<file path="src/logic/boot_mode_pkg.sv">
// Constants, types and carriers shared by the boot configuration decoder.
// Assumes a 16-bit flash read port and a classic Wishbone register bus.
package boot_mode_pkg;

  // ************************************************************
  // Configuration codes and flash locations
  // ************************************************************
  localparam logic [1:0]  CFG_NORMAL = 2'h3;
  localparam logic [1:0]  CFG_STD    = 2'h2;
  localparam logic [1:0]  CFG_ALT    = 2'h1;
  localparam logic [23:0] ALT_OP0    = 24'h090000;
  localparam logic [23:0] ALT_OP1    = 24'h091FFC;
  localparam logic [23:0] ALT_REF    = 24'h091FFE;
  localparam logic [23:0] USR_OP0    = 24'h000000;
  localparam logic [23:0] USR_OP1    = 24'h001FFC;
  localparam logic [23:0] USR_REF    = 24'h001FFE;
  localparam logic [15:0] SEL_ZERO   = 16'h0000;
  localparam logic [15:0] SEL_ONES   = 16'hFFFF;
  localparam logic [7:0]  CH_UART    = 8'h01;
  localparam logic [7:0]  CH_CAN     = 8'h02;
  localparam logic [7:0]  CH_BOTH    = 8'h03;
  localparam logic [2:0]  IDX_SEL    = 3'h6;
  localparam int          UART_BIT   = 0;
  localparam int          CAN_BIT    = 1;
  localparam int          FLAG_BIT   = 5;

  // ************************************************************
  // Register map (byte offsets) and reset values
  // ************************************************************
  localparam logic [3:0]  REG_STATUS = 4'h0;
  localparam logic [3:0]  REG_MODE   = 4'h4;
  localparam logic [3:0]  REG_CHAN   = 4'h8;
  localparam logic [3:0]  REG_CTRL   = 4'hC;
  localparam logic [1:0]  CTRL_RESET = 2'h3;

  typedef enum logic [2:0] {
    MODE_NONE, MODE_NORMAL, MODE_STD, MODE_ALT_USER,
    MODE_USER, MODE_SEL, MODE_LOOP, MODE_TEST
  } boot_mode_t;

  typedef enum {st_hold, st_decode, st_read, st_done} seq_state_t;

  typedef struct packed {
    logic        cyc;
    logic        stb;
    logic        we;
    logic [3:0]  sel;
    logic [31:0] adr;
    logic [31:0] dat;
  } wb_req_t;

  typedef struct packed {
    logic        ack;
    logic [31:0] dat;
  } wb_rsp_t;

  typedef struct packed {
    logic        req;
    logic [23:0] addr;
  } flash_req_t;

  typedef struct packed {
    logic        ack;
    logic [15:0] data;
  } flash_rsp_t;

  function automatic logic [23:0] addr_of(input logic [2:0] idx);
    case (idx)
      3'h0:    addr_of = ALT_OP0;
      3'h1:    addr_of = ALT_OP1;
      3'h2:    addr_of = ALT_REF;
      3'h3:    addr_of = USR_OP0;
      3'h4:    addr_of = USR_OP1;
      3'h5:    addr_of = USR_REF;
      default: addr_of = USR_OP1;
    endcase
  endfunction

endpackage

</file>
<file path="src/logic/boot_mode_select.sv">
// Boot configuration decoder with flash signature check and selective boot.
// Assumes pins come from outside (synchronised here); flash port and bus on clk.
//
// Implementation choices: the Wishbone interface to the registers and the register offsets.
`timescale 1ns/100ps
module boot_mode_select
  import boot_mode_pkg::*;
(
  input  wire logic       clk,
  input  wire logic       rst,
  input  wire logic       reset_input_pin_n,
  input  wire logic [1:0] config_port_low,
  input  wire wb_req_t    wb_i,
  output wb_rsp_t         wb_o,
  output flash_req_t      flash_o,
  input  wire flash_rsp_t flash_i,
  output boot_mode_t      boot_mode,
  output logic            alt_boot_flag,
  output logic            watch_uart,
  output logic            watch_can,
  output logic            boot_done
);

  // ************************************************************
  // Pin synchronisers
  // ************************************************************
  logic       pin_s1, pin_s2, pin_prev;
  logic [1:0] cfg_s1, cfg_s2;
  logic       pin_rise;

  always_ff @(posedge clk or posedge rst) begin
    if (rst) begin
      pin_s1   <= 1'b0;
      pin_s2   <= 1'b0;
      pin_prev <= 1'b0;
      cfg_s1   <= 2'h0;
      cfg_s2   <= 2'h0;
    end else begin
      pin_s1   <= reset_input_pin_n;
      pin_s2   <= pin_s1;
      pin_prev <= pin_s2;
      cfg_s1   <= config_port_low;
      cfg_s2   <= cfg_s1;
    end
  end

  assign pin_rise = pin_s2 & ~pin_prev;

  // ************************************************************
  // Boot sequencer
  // ************************************************************
  seq_state_t state, next_state;
  boot_mode_t mode, next_mode;
  logic       flag, next_flag;
  logic [7:0] chan, next_chan;
  logic [2:0] idx, next_idx;
  logic [1:0] cfg_cap, next_cfg;
  logic [15:0] op0, next_op0, op1, next_op1;
  logic       freq, next_req;
  logic [23:0] faddr, next_addr;
  logic [15:0] sig_sum;
  logic       sig_ok;
  logic       sel_blank;

  assign sig_sum   = 16'(op0 + op1);
  assign sig_ok    = ((~sig_sum) == flash_i.data);
  assign sel_blank = (flash_i.data == SEL_ZERO) || (flash_i.data == SEL_ONES);

  always_comb begin
    next_state = state;
    next_mode  = mode;
    next_flag  = flag;
    next_chan  = chan;
    next_idx   = idx;
    next_cfg   = cfg_cap;
    next_op0   = op0;
    next_op1   = op1;
    next_req   = freq;
    next_addr  = faddr;
    case (state)
      st_hold: begin
        if (pin_rise) begin
          next_cfg   = cfg_s2;
          next_state = st_decode;
        end
      end
      st_decode: begin
        next_state = st_done;
        case (cfg_cap)
          CFG_NORMAL: next_mode = MODE_NORMAL;
          CFG_STD: begin
            next_mode = MODE_STD;
            next_flag = 1'b0;
          end
          CFG_ALT: begin
            next_flag  = 1'b1;
            next_idx   = 3'h0;
            next_state = st_read;
          end
          default: next_mode = MODE_TEST;
        endcase
      end
      st_read: begin
        if (!freq) begin
          next_req  = 1'b1;
          next_addr = addr_of(idx);
        end else if (flash_i.ack) begin
          next_req = 1'b0;
          next_idx = 3'(idx + 3'h1);
          case (idx)
            3'h0, 3'h3: next_op0 = flash_i.data;
            3'h1, 3'h4: next_op1 = flash_i.data;
            3'h2, 3'h5: begin
              if (sig_ok) begin
                next_mode  = (idx == 3'h2) ? MODE_ALT_USER : MODE_USER;
                next_state = st_done;
              end
            end
            default: begin
              next_state = st_done;
              if (sel_blank) begin
                next_mode = MODE_STD;
              end else begin
                next_chan = flash_i.data[7:0];
                case (flash_i.data[7:0])
                  CH_UART, CH_CAN, CH_BOTH: next_mode = MODE_SEL;
                  default: next_mode = MODE_LOOP;
                endcase
              end
            end
          endcase
        end
      end
      st_done: next_state = st_done;
      default: next_state = st_hold;
    endcase
    // Pin held low is a hardware reset of everything decoded so far
    if (!pin_s2) begin
      next_state = st_hold;
      next_mode  = MODE_NONE;
      next_flag  = 1'b0;
      next_chan  = 8'h00;
      next_idx   = 3'h0;
      next_req   = 1'b0;
    end
  end

  always_ff @(posedge clk or posedge rst) begin
    if (rst) begin
      state   <= st_hold;
      mode    <= MODE_NONE;
      flag    <= 1'b0;
      chan    <= 8'h00;
      idx     <= 3'h0;
      cfg_cap <= 2'h0;
      op0     <= 16'h0000;
      op1     <= 16'h0000;
      freq    <= 1'b0;
      faddr   <= 24'h000000;
    end else begin
      state   <= next_state;
      mode    <= next_mode;
      flag    <= next_flag;
      chan    <= next_chan;
      idx     <= next_idx;
      cfg_cap <= next_cfg;
      op0     <= next_op0;
      op1     <= next_op1;
      freq    <= next_req;
      faddr   <= next_addr;
    end
  end

  assign flash_o.req   = freq;
  assign flash_o.addr  = faddr;
  assign boot_mode     = mode;
  assign alt_boot_flag = flag;
  assign boot_done     = (state == st_done);

  // ************************************************************
  // Wishbone slave and channel gating
  // ************************************************************
  // Software may only mask a watched line, never enable one the word left off
  logic [1:0]  ctrl, next_ctrl;
  logic        ack, next_ack;
  logic [31:0] rdat, next_rdat;
  logic        wu, next_wu, wc, next_wc;
  logic        hit;

  assign hit = wb_i.cyc & wb_i.stb;

  always_comb begin
    next_ctrl = ctrl;
    next_ack  = hit & ~ack;
    next_rdat = rdat;
    if (hit & ack & wb_i.we & wb_i.sel[0] & (wb_i.adr[3:0] == REG_CTRL)) begin
      next_ctrl = wb_i.dat[1:0];
    end
    if (hit & ~ack) begin
      case (wb_i.adr[3:0])
        REG_STATUS: next_rdat = {26'h0, flag, 2'h0, wc, wu, boot_done};
        REG_MODE:   next_rdat = {29'h0, mode};
        REG_CHAN:   next_rdat = {24'h0, chan};
        REG_CTRL:   next_rdat = {30'h0, ctrl};
        default:    next_rdat = 32'h0;
      endcase
    end
    next_wu = (mode == MODE_SEL) & chan[UART_BIT] & ctrl[UART_BIT];
    next_wc = (mode == MODE_SEL) & chan[CAN_BIT] & ctrl[CAN_BIT];
  end

  always_ff @(posedge clk or posedge rst) begin
    if (rst) begin
      ctrl <= CTRL_RESET;
      ack  <= 1'b0;
      rdat <= 32'h0;
      wu   <= 1'b0;
      wc   <= 1'b0;
    end else begin
      ctrl <= next_ctrl;
      ack  <= next_ack;
      rdat <= next_rdat;
      wu   <= next_wu;
      wc   <= next_wc;
    end
  end

  assign wb_o.ack   = ack;
  assign wb_o.dat   = rdat;
  assign watch_uart = wu;
  assign watch_can  = wc;

  // ************************************************************
  // Assertions
  // ************************************************************
  property p_capture;
    @(posedge clk) disable iff (rst)
    (state == st_hold && pin_rise) |=> (cfg_cap == $past(cfg_s2)) && (state == st_decode);
  endproperty
  a_capture: assert property (p_capture) else $error("config not captured on pin rise");

  property p_normal;
    @(posedge clk) disable iff (rst)
    (state == st_decode && cfg_cap == CFG_NORMAL && pin_s2) |=> (mode == MODE_NORMAL) && boot_done;
  endproperty
  a_normal: assert property (p_normal) else $error("normal start not chosen");

  property p_std;
    @(posedge clk) disable iff (rst)
    (state == st_decode && cfg_cap == CFG_STD && pin_s2) |=> (mode == MODE_STD) && !flag;
  endproperty
  a_std: assert property (p_std) else $error("standard loader not chosen");

  property p_alt;
    @(posedge clk) disable iff (rst)
    (state == st_decode && cfg_cap == CFG_ALT && pin_s2) ##1 pin_s2
      |-> flag ##1 (flash_o.req && flash_o.addr == ALT_OP0);
  endproperty
  a_alt: assert property (p_alt) else $error("alternate boot did not start check");

  property p_test;
    @(posedge clk) disable iff (rst)
    (state == st_decode && cfg_cap == 2'h0 && pin_s2) |=> (mode == MODE_TEST);
  endproperty
  a_test: assert property (p_test) else $error("test mode not chosen");

  property p_reread;
    @(posedge clk) disable iff (rst)
    (flash_o.req && idx == IDX_SEL) |-> (flash_o.addr == USR_OP1);
  endproperty
  a_reread: assert property (p_reread) else $error("wrong re-read address");

  property p_blank;
    @(posedge clk) disable iff (rst)
    (state == st_read && freq && flash_i.ack && idx == IDX_SEL && sel_blank && pin_s2)
      |=> (mode == MODE_STD) && boot_done;
  endproperty
  a_blank: assert property (p_blank) else $error("blank word not sent to loader");

  property p_loop;
    @(posedge clk) disable iff (rst)
    (state == st_read && freq && flash_i.ack && idx == IDX_SEL && !sel_blank && pin_s2
      && flash_i.data[7:0] > CH_BOTH) |=> (mode == MODE_LOOP) && (chan == $past(flash_i.data[7:0]));
  endproperty
  a_loop: assert property (p_loop) else $error("undefined word did not loop");

  property p_sig;
    @(posedge clk) disable iff (rst)
    (state == st_read && freq && flash_i.ack && idx == 3'h2 && sig_ok && pin_s2)
      |=> (mode == MODE_ALT_USER);
  endproperty
  a_sig: assert property (p_sig) else $error("matching signature ignored");

  property p_flag;
    @(posedge clk) disable iff (rst)
    (flag && pin_s2) |=> flag;
  endproperty
  a_flag: assert property (p_flag) else $error("alternate flag lost before reset");

  property p_watch;
    @(posedge clk) disable iff (rst)
    (mode == MODE_SEL) |=> (watch_uart == $past(chan[UART_BIT] & ctrl[UART_BIT]))
      && (watch_can == $past(chan[CAN_BIT] & ctrl[CAN_BIT]));
  endproperty
  a_watch: assert property (p_watch) else $error("watched lines disagree with word");

  property p_hold;
    @(posedge clk) disable iff (rst)
    (state == st_done && pin_s2) |=> $stable(mode) && $stable(chan);
  endproperty
  a_hold: assert property (p_hold) else $error("decoded mode changed before reset");

endmodule

</file>
<file path="config.mk">
export PLATFORM = sky130hd
export DESIGN_NAME = boot_mode_select
export DESIGN_NICKNAME = d
export VERILOG_FILES = /design/src/logic/boot_mode_pkg.sv /design/src/logic/boot_mode_select.sv
export SDC_FILE = /design/constraint.sdc
export NUM_CORES = 1
export LEC_CHECK = 0
export BUFFER_PORTS_ARGS = -buffer_cell sky130_fd_sc_hd__clkbuf_2
export CAP_MARGIN = 5
export CORE_ASPECT_RATIO = 1.75
export CORE_UTILIZATION = 46
export CTS_CLUSTER_SIZE = 28
export DETAILED_ROUTE_END_ITERATION = 8
export GPL_ROUTABILITY_DRIVEN = 0
export PLACE_DENSITY = 0.88
export SYNTH_ARGS = -nofsm -noshare
export SYNTH_HDL_FRONTEND = slang
export SYNTH_SLANG_ARGS = --single-unit
</file>
<file path="constraint.sdc">
create_clock -name clk -period 3.2 [get_ports clk]
set_input_delay 0.16 -clock clk [delete_from_list [all_inputs] [get_ports clk]]
set_output_delay 0.16 -clock clk [all_outputs]
set_load 0.005 [all_outputs]
</file>
==> results.md <==
* Prevailing post-synth register cell: sky130_fd_sc_hd__dfrtp_1
* Wire length of the first global-routing pass at 17530 µm
* Clock network latency to the later pin of the worst-skew pair at between 0.3 and 0.4 ns
* Number of buffer and inverter instances along the worst setup path at 1
* Global-route usage over all layers at 0.2147
* Aggregate routed wire length at between 10000 and 15000 µm
* Clock share of power at 0.328
* R2r setup slk at around 0.096 ns
* # clock sinks at 75
* Placed standard-cell area at around 4900 µm²
* Number of buffer cells added on primary ports at 62
* Net total in the final layout at between 600 and 700
* Die ar. at about 11000 µm²
* Overflow left after global routing at 0
* Share of flip-flops with an asynchronous set or reset at 1.000
* Worst slew margin relative to its limit at 0.3767
* Placed cell count at 617
* Vert. Die Dim at around 140 µm
* Row Count at between 40 and 50
* Max incr delay on CP at between 0.5 and 0.6 ns
* Post-placement setup slack at -0.01071 ns
* VDD IR max at roughly 340 µV
* Biggest area consumer among synthesized cells: sky130_fd_sc_hd__dfrtp_1
* Worst path required time at between 3 and 4 ns
* Static leakage at between 2 and 3 nW
* Synth-to-Final Area Change at 12.79%
* Distinct cell type count after synthesis at 61
* Area of combinational cells with multiple inputs at roughly 2500 µm²
* Final Max Tran Viols at 0
* Layout cell share with drive strength beyond 1 at 0.2885
* Family of cells with the greatest summed delay on the critical path: simple AND/OR/NAND/NOR gates
* Leading post-synthesis cells by cell area: sky130_fd_sc_hd__dfrtp_1, sky130_fd_sc_hd__mux2_2, sky130_fd_sc_hd__buf_4
* Fmax at roughly 0.32 GHz
* PwrDens at ~590 nW/µm²
* Layout Cells excl Fill at roughly 640
* Clock tree from TritonCTS: yes
* Clock edge transition at the registers on the reported setup and hold paths at 0.06 ns
* Initial Util at 0.4759
* Via count of the first global-routing pass at between 3000 and 4000
* First-pass detailed-route iteration total at 4
* Register bit total from synthesis at 75
* Total standard cell area after synthesis at 4716 µm²
* First-iteration detailed-routing DRC count at around 220
* FILL cells at between 800 and 900
* Width of the chip at 78.54 µm
* Worst min-delay path class: in2reg
* Switching Power at around 1000 µW
* DR DRC count at 0
* Status: completed
* CTS Root Cell: sky130_fd_sc_hd__clkbuf_16
* I/O pin total at roughly 160
* Number of flops mapped to enable cells by yosys at 0
* Tightest Pin Transition at between 0.9 and 1 ns
* Cells along the critical path: ha_1, inv_1, fa_1, nand2b_4, a211oi_4, a41oi_2, mux2i_2, nor4_4, nand4_2, nor4_1, o32ai_2
* ANT cells at 0
* Final Hold Violating Endpoints at 0
* Final routed wire length divided by cell count at 16.66 µm
* Portion of the post-synthesis area used by sequential elements at 0.3985
* Largest buffer count on any clock path at 2
* ANT nets after route at 0
* Period utilisation layout at 0.9700
* Sequential power share at 0.375
* Number of H-tree levels at 3
* Mean area per synthesized cell at roughly 10 µm²
* Pin count of the biggest net entering global routing at 76
* Yosys top cell area share at 0.3874
* Vias at around 3600
* Max-cap viol count at 0
* Mapped Cells at around 450
* Gate power share at 0.296
* Slowest-stage cell, CP: sky130_fd_sc_hd__nor4_1
* Vias per cell at roughly 5.7
* Final Cell Area at ~5300 µm²
* Number of failing setup endpoints in the final timing report at 0
* Worst clock skew at approximately 0.0065 ns
* Clock buffers created by TritonCTS at 9
* Sw Share at 0.3159
* Peak fanout along the critical path at 4
* Arrival time at the worst endpoint at 3.30 ns
* Final critical-path required period at 3.104 ns
* Start-to-end type of the worst setup path: reg2reg
* YS warnings at 0
* Detailed placer's ending HPWL at approximately 7800 µm
* Setup crit start kind: flip-flop
* Setup ws final at approximately 0.096 ns
* Core Box Area at 9910 µm²
* Internal power at roughly 2.2 mW
* Crit path capture type: flip-flop
* Total area of sequential cells at ~1900 µm²
* Number of antenna violations at the first check in global routing at 0
-- metrics by stage --
step	power, mW	setup TNS, ns	utilization	hold WS (ns)
after floorplan	1.921	0	-	0.1914
after global placement	2.028	0	0.4965	0.2684
after detailed placement	2.081	-0.01071	0.4965	0.2697
after CTS	3.144	0	0.5337	0.05428
after global routing	3.310	-0.03973	0.5367	0.06879
final	3.154	0	0.5367	0.05370
-- per-layer routing --
layer  vias to the layer above  share of wire  wire (µm)  global-route usage
li1                       1665              -          -                   -
met1                      1771           0.35       3739              0.2160
met2                       148           0.55       5828              0.3971
met3                        43          0.055        588             0.04698
met4                         0          0.045        474              0.1245
met5                         -              0          0                   0
-- power groups by stage --
stage / clock, mW / combinational, mW / sequential (mW)
final: 1.04 / 0.935 / 1.18
after global routing: 1.09 / 1.02 / 1.20
after CTS: 1.05 / 0.911 / 1.18
after detailed placement: 0 / 0.882 / 1.20
after global placement: 0 / 0.841 / 1.19
after floorplan: 0 / 0.751 / 1.17
-- state kept, by name, summed over array words and instances, names as in the netlist, 2 cells and up --
name,flops
cfg_cap,2
op0,16
op1,16
state,2
boot_mode,3
faddr,3
cfg_s2,2
rdat,8
ctrl,2
cfg_s1,2
chan,8
idx,3
-- worst reg2reg max path, cell delays in order (launching register included) --
cell,delay (ns)
sky130_fd_sc_hd__dfrtp_1,0.36
sky130_fd_sc_hd__ha_1,0.17
sky130_fd_sc_hd__inv_1,0.05
sky130_fd_sc_hd__fa_1,0.38
sky130_fd_sc_hd__nand2b_4,0.18
sky130_fd_sc_hd__a211oi_4,0.31
sky130_fd_sc_hd__a41oi_2,0.22
sky130_fd_sc_hd__mux2i_2,0.21
sky130_fd_sc_hd__nor4_4,0.23
sky130_fd_sc_hd__nand4_2,0.17
sky130_fd_sc_hd__nor4_1,0.51
sky130_fd_sc_hd__o32ai_2,0.17
-- placed cells by master, fill, tap and decap left out, types with 3 or more instances in the layout --
cell type	instances
sky130_fd_sc_hd__or2_2	3
sky130_fd_sc_hd__o22ai_1	3
sky130_fd_sc_hd__buf_4	7
sky130_fd_sc_hd__o21a_1	3
sky130_fd_sc_hd__dlygate4sd3_1	3
sky130_fd_sc_hd__o211ai_1	4
sky130_fd_sc_hd__clkbuf_2	62
sky130_fd_sc_hd__dfrtp_1	73
sky130_fd_sc_hd__ha_1	19
sky130_fd_sc_hd__a22oi_1	3
sky130_fd_sc_hd__and3_1	4
sky130_fd_sc_hd__conb_1	34
sky130_fd_sc_hd__nand2_1	22
sky130_fd_sc_hd__a21oi_1	24
sky130_fd_sc_hd__clkbuf_8	3
sky130_fd_sc_hd__mux2i_1	12
sky130_fd_sc_hd__nor2_1	23
sky130_fd_sc_hd__a22o_1	7
sky130_fd_sc_hd__nor3_1	7
sky130_fd_sc_hd__mux2_2	38
sky130_fd_sc_hd__a31oi_1	4
sky130_fd_sc_hd__nand3_1	5
sky130_fd_sc_hd__nand2b_1	4
sky130_fd_sc_hd__nand4_1	8
sky130_fd_sc_hd__xor2_1	10
sky130_fd_sc_hd__nor4_1	5
sky130_fd_sc_hd__nor2b_1	12
sky130_fd_sc_hd__o21ai_0	18
sky130_fd_sc_hd__clkbuf_16	9
sky130_fd_sc_hd__xnor2_1	12
sky130_fd_sc_hd__or4_1	4
sky130_fd_sc_hd__a211oi_1	3
sky130_fd_sc_hd__o211a_1	3
sky130_fd_sc_hd__inv_1	15
-- final timing paths --
path,to,depth (start not counted),from
worst max-delay path,boot_mode[2]$_DFFE_PP0P_,11,op1[0]$_DFFE_PP0P_
worst min-delay path,ctrl[1]$_DFFE_PP1P_,2,wb_i[1]
worst max register to register,boot_mode[2]$_DFFE_PP0P_,11,op1[0]$_DFFE_PP0P_
worst min register to register,cfg_s2[1]$_DFF_PP0_,0,cfg_s1[1]$_DFF_PP0_
max in group asynchronous,op1[4]$_DFFE_PP0P_,3,rst
min in group asynchronous,pin_s1$_DFF_PP0_,3,rst
-- cell type report --
type	instances	area share
multi-input cells	334	0.4740
flip-flops and latches	75	0.3533
clock inverters	2	0.006587
repair buffers	72	0.07387
well taps	125	0.02940
inverters	16	0.01129
clock buffers	14	0.05152
-- timing repair --
item                                    in CTS  in global routing
resized for setup                            3                  5
gates cloned                                 0                  0
hold endpoints to repair                     3                  0
endpoints found under the setup margin       2                  3
buffers inserted                             1                  1
pin swaps                                    1                  8
hold buffers                                 3                  0
-- kinds of logic (layout without fill, tap and decap cells) --
group	after synthesis	in the layout	synth area share
AND/OR/NAND/NOR	110	110	0.1300
other	1	34	0.0007952
buffers and inverters	77	104	0.1027
adder cells (fa/ha/maj)	21	21	0.05731
AO/OA/AOI/OAI	94	94	0.1419
multiplexers	53	53	0.1279
flip-flops	75	75	0.3985
XOR/XNOR	22	22	0.04086
-- Yosys cell counts, types with 5 or more instances --
cell type and number:
sky130_fd_sc_hd__o21ai_0 19, sky130_fd_sc_hd__xor2_1 10, sky130_fd_sc_hd__xnor2_1 12, sky130_fd_sc_hd__nor2b_1 12
sky130_fd_sc_hd__mux2_2 38, sky130_fd_sc_hd__a22o_1 7, sky130_fd_sc_hd__a21oi_1 24, sky130_fd_sc_hd__nor3_1 7
sky130_fd_sc_hd__nor4_1 5, sky130_fd_sc_hd__inv_1 16, sky130_fd_sc_hd__ha_1 20, sky130_fd_sc_hd__dfrtp_1 73
sky130_fd_sc_hd__mux2i_1 13, sky130_fd_sc_hd__clkbuf_1 8, sky130_fd_sc_hd__nand2b_1 5, sky130_fd_sc_hd__nand2_1 22
sky130_fd_sc_hd__nand4_1 8, sky130_fd_sc_hd__nor2_1 23, sky130_fd_sc_hd__buf_4 49, sky130_fd_sc_hd__nand3_1 5
(Power assumes the default switching activity.)
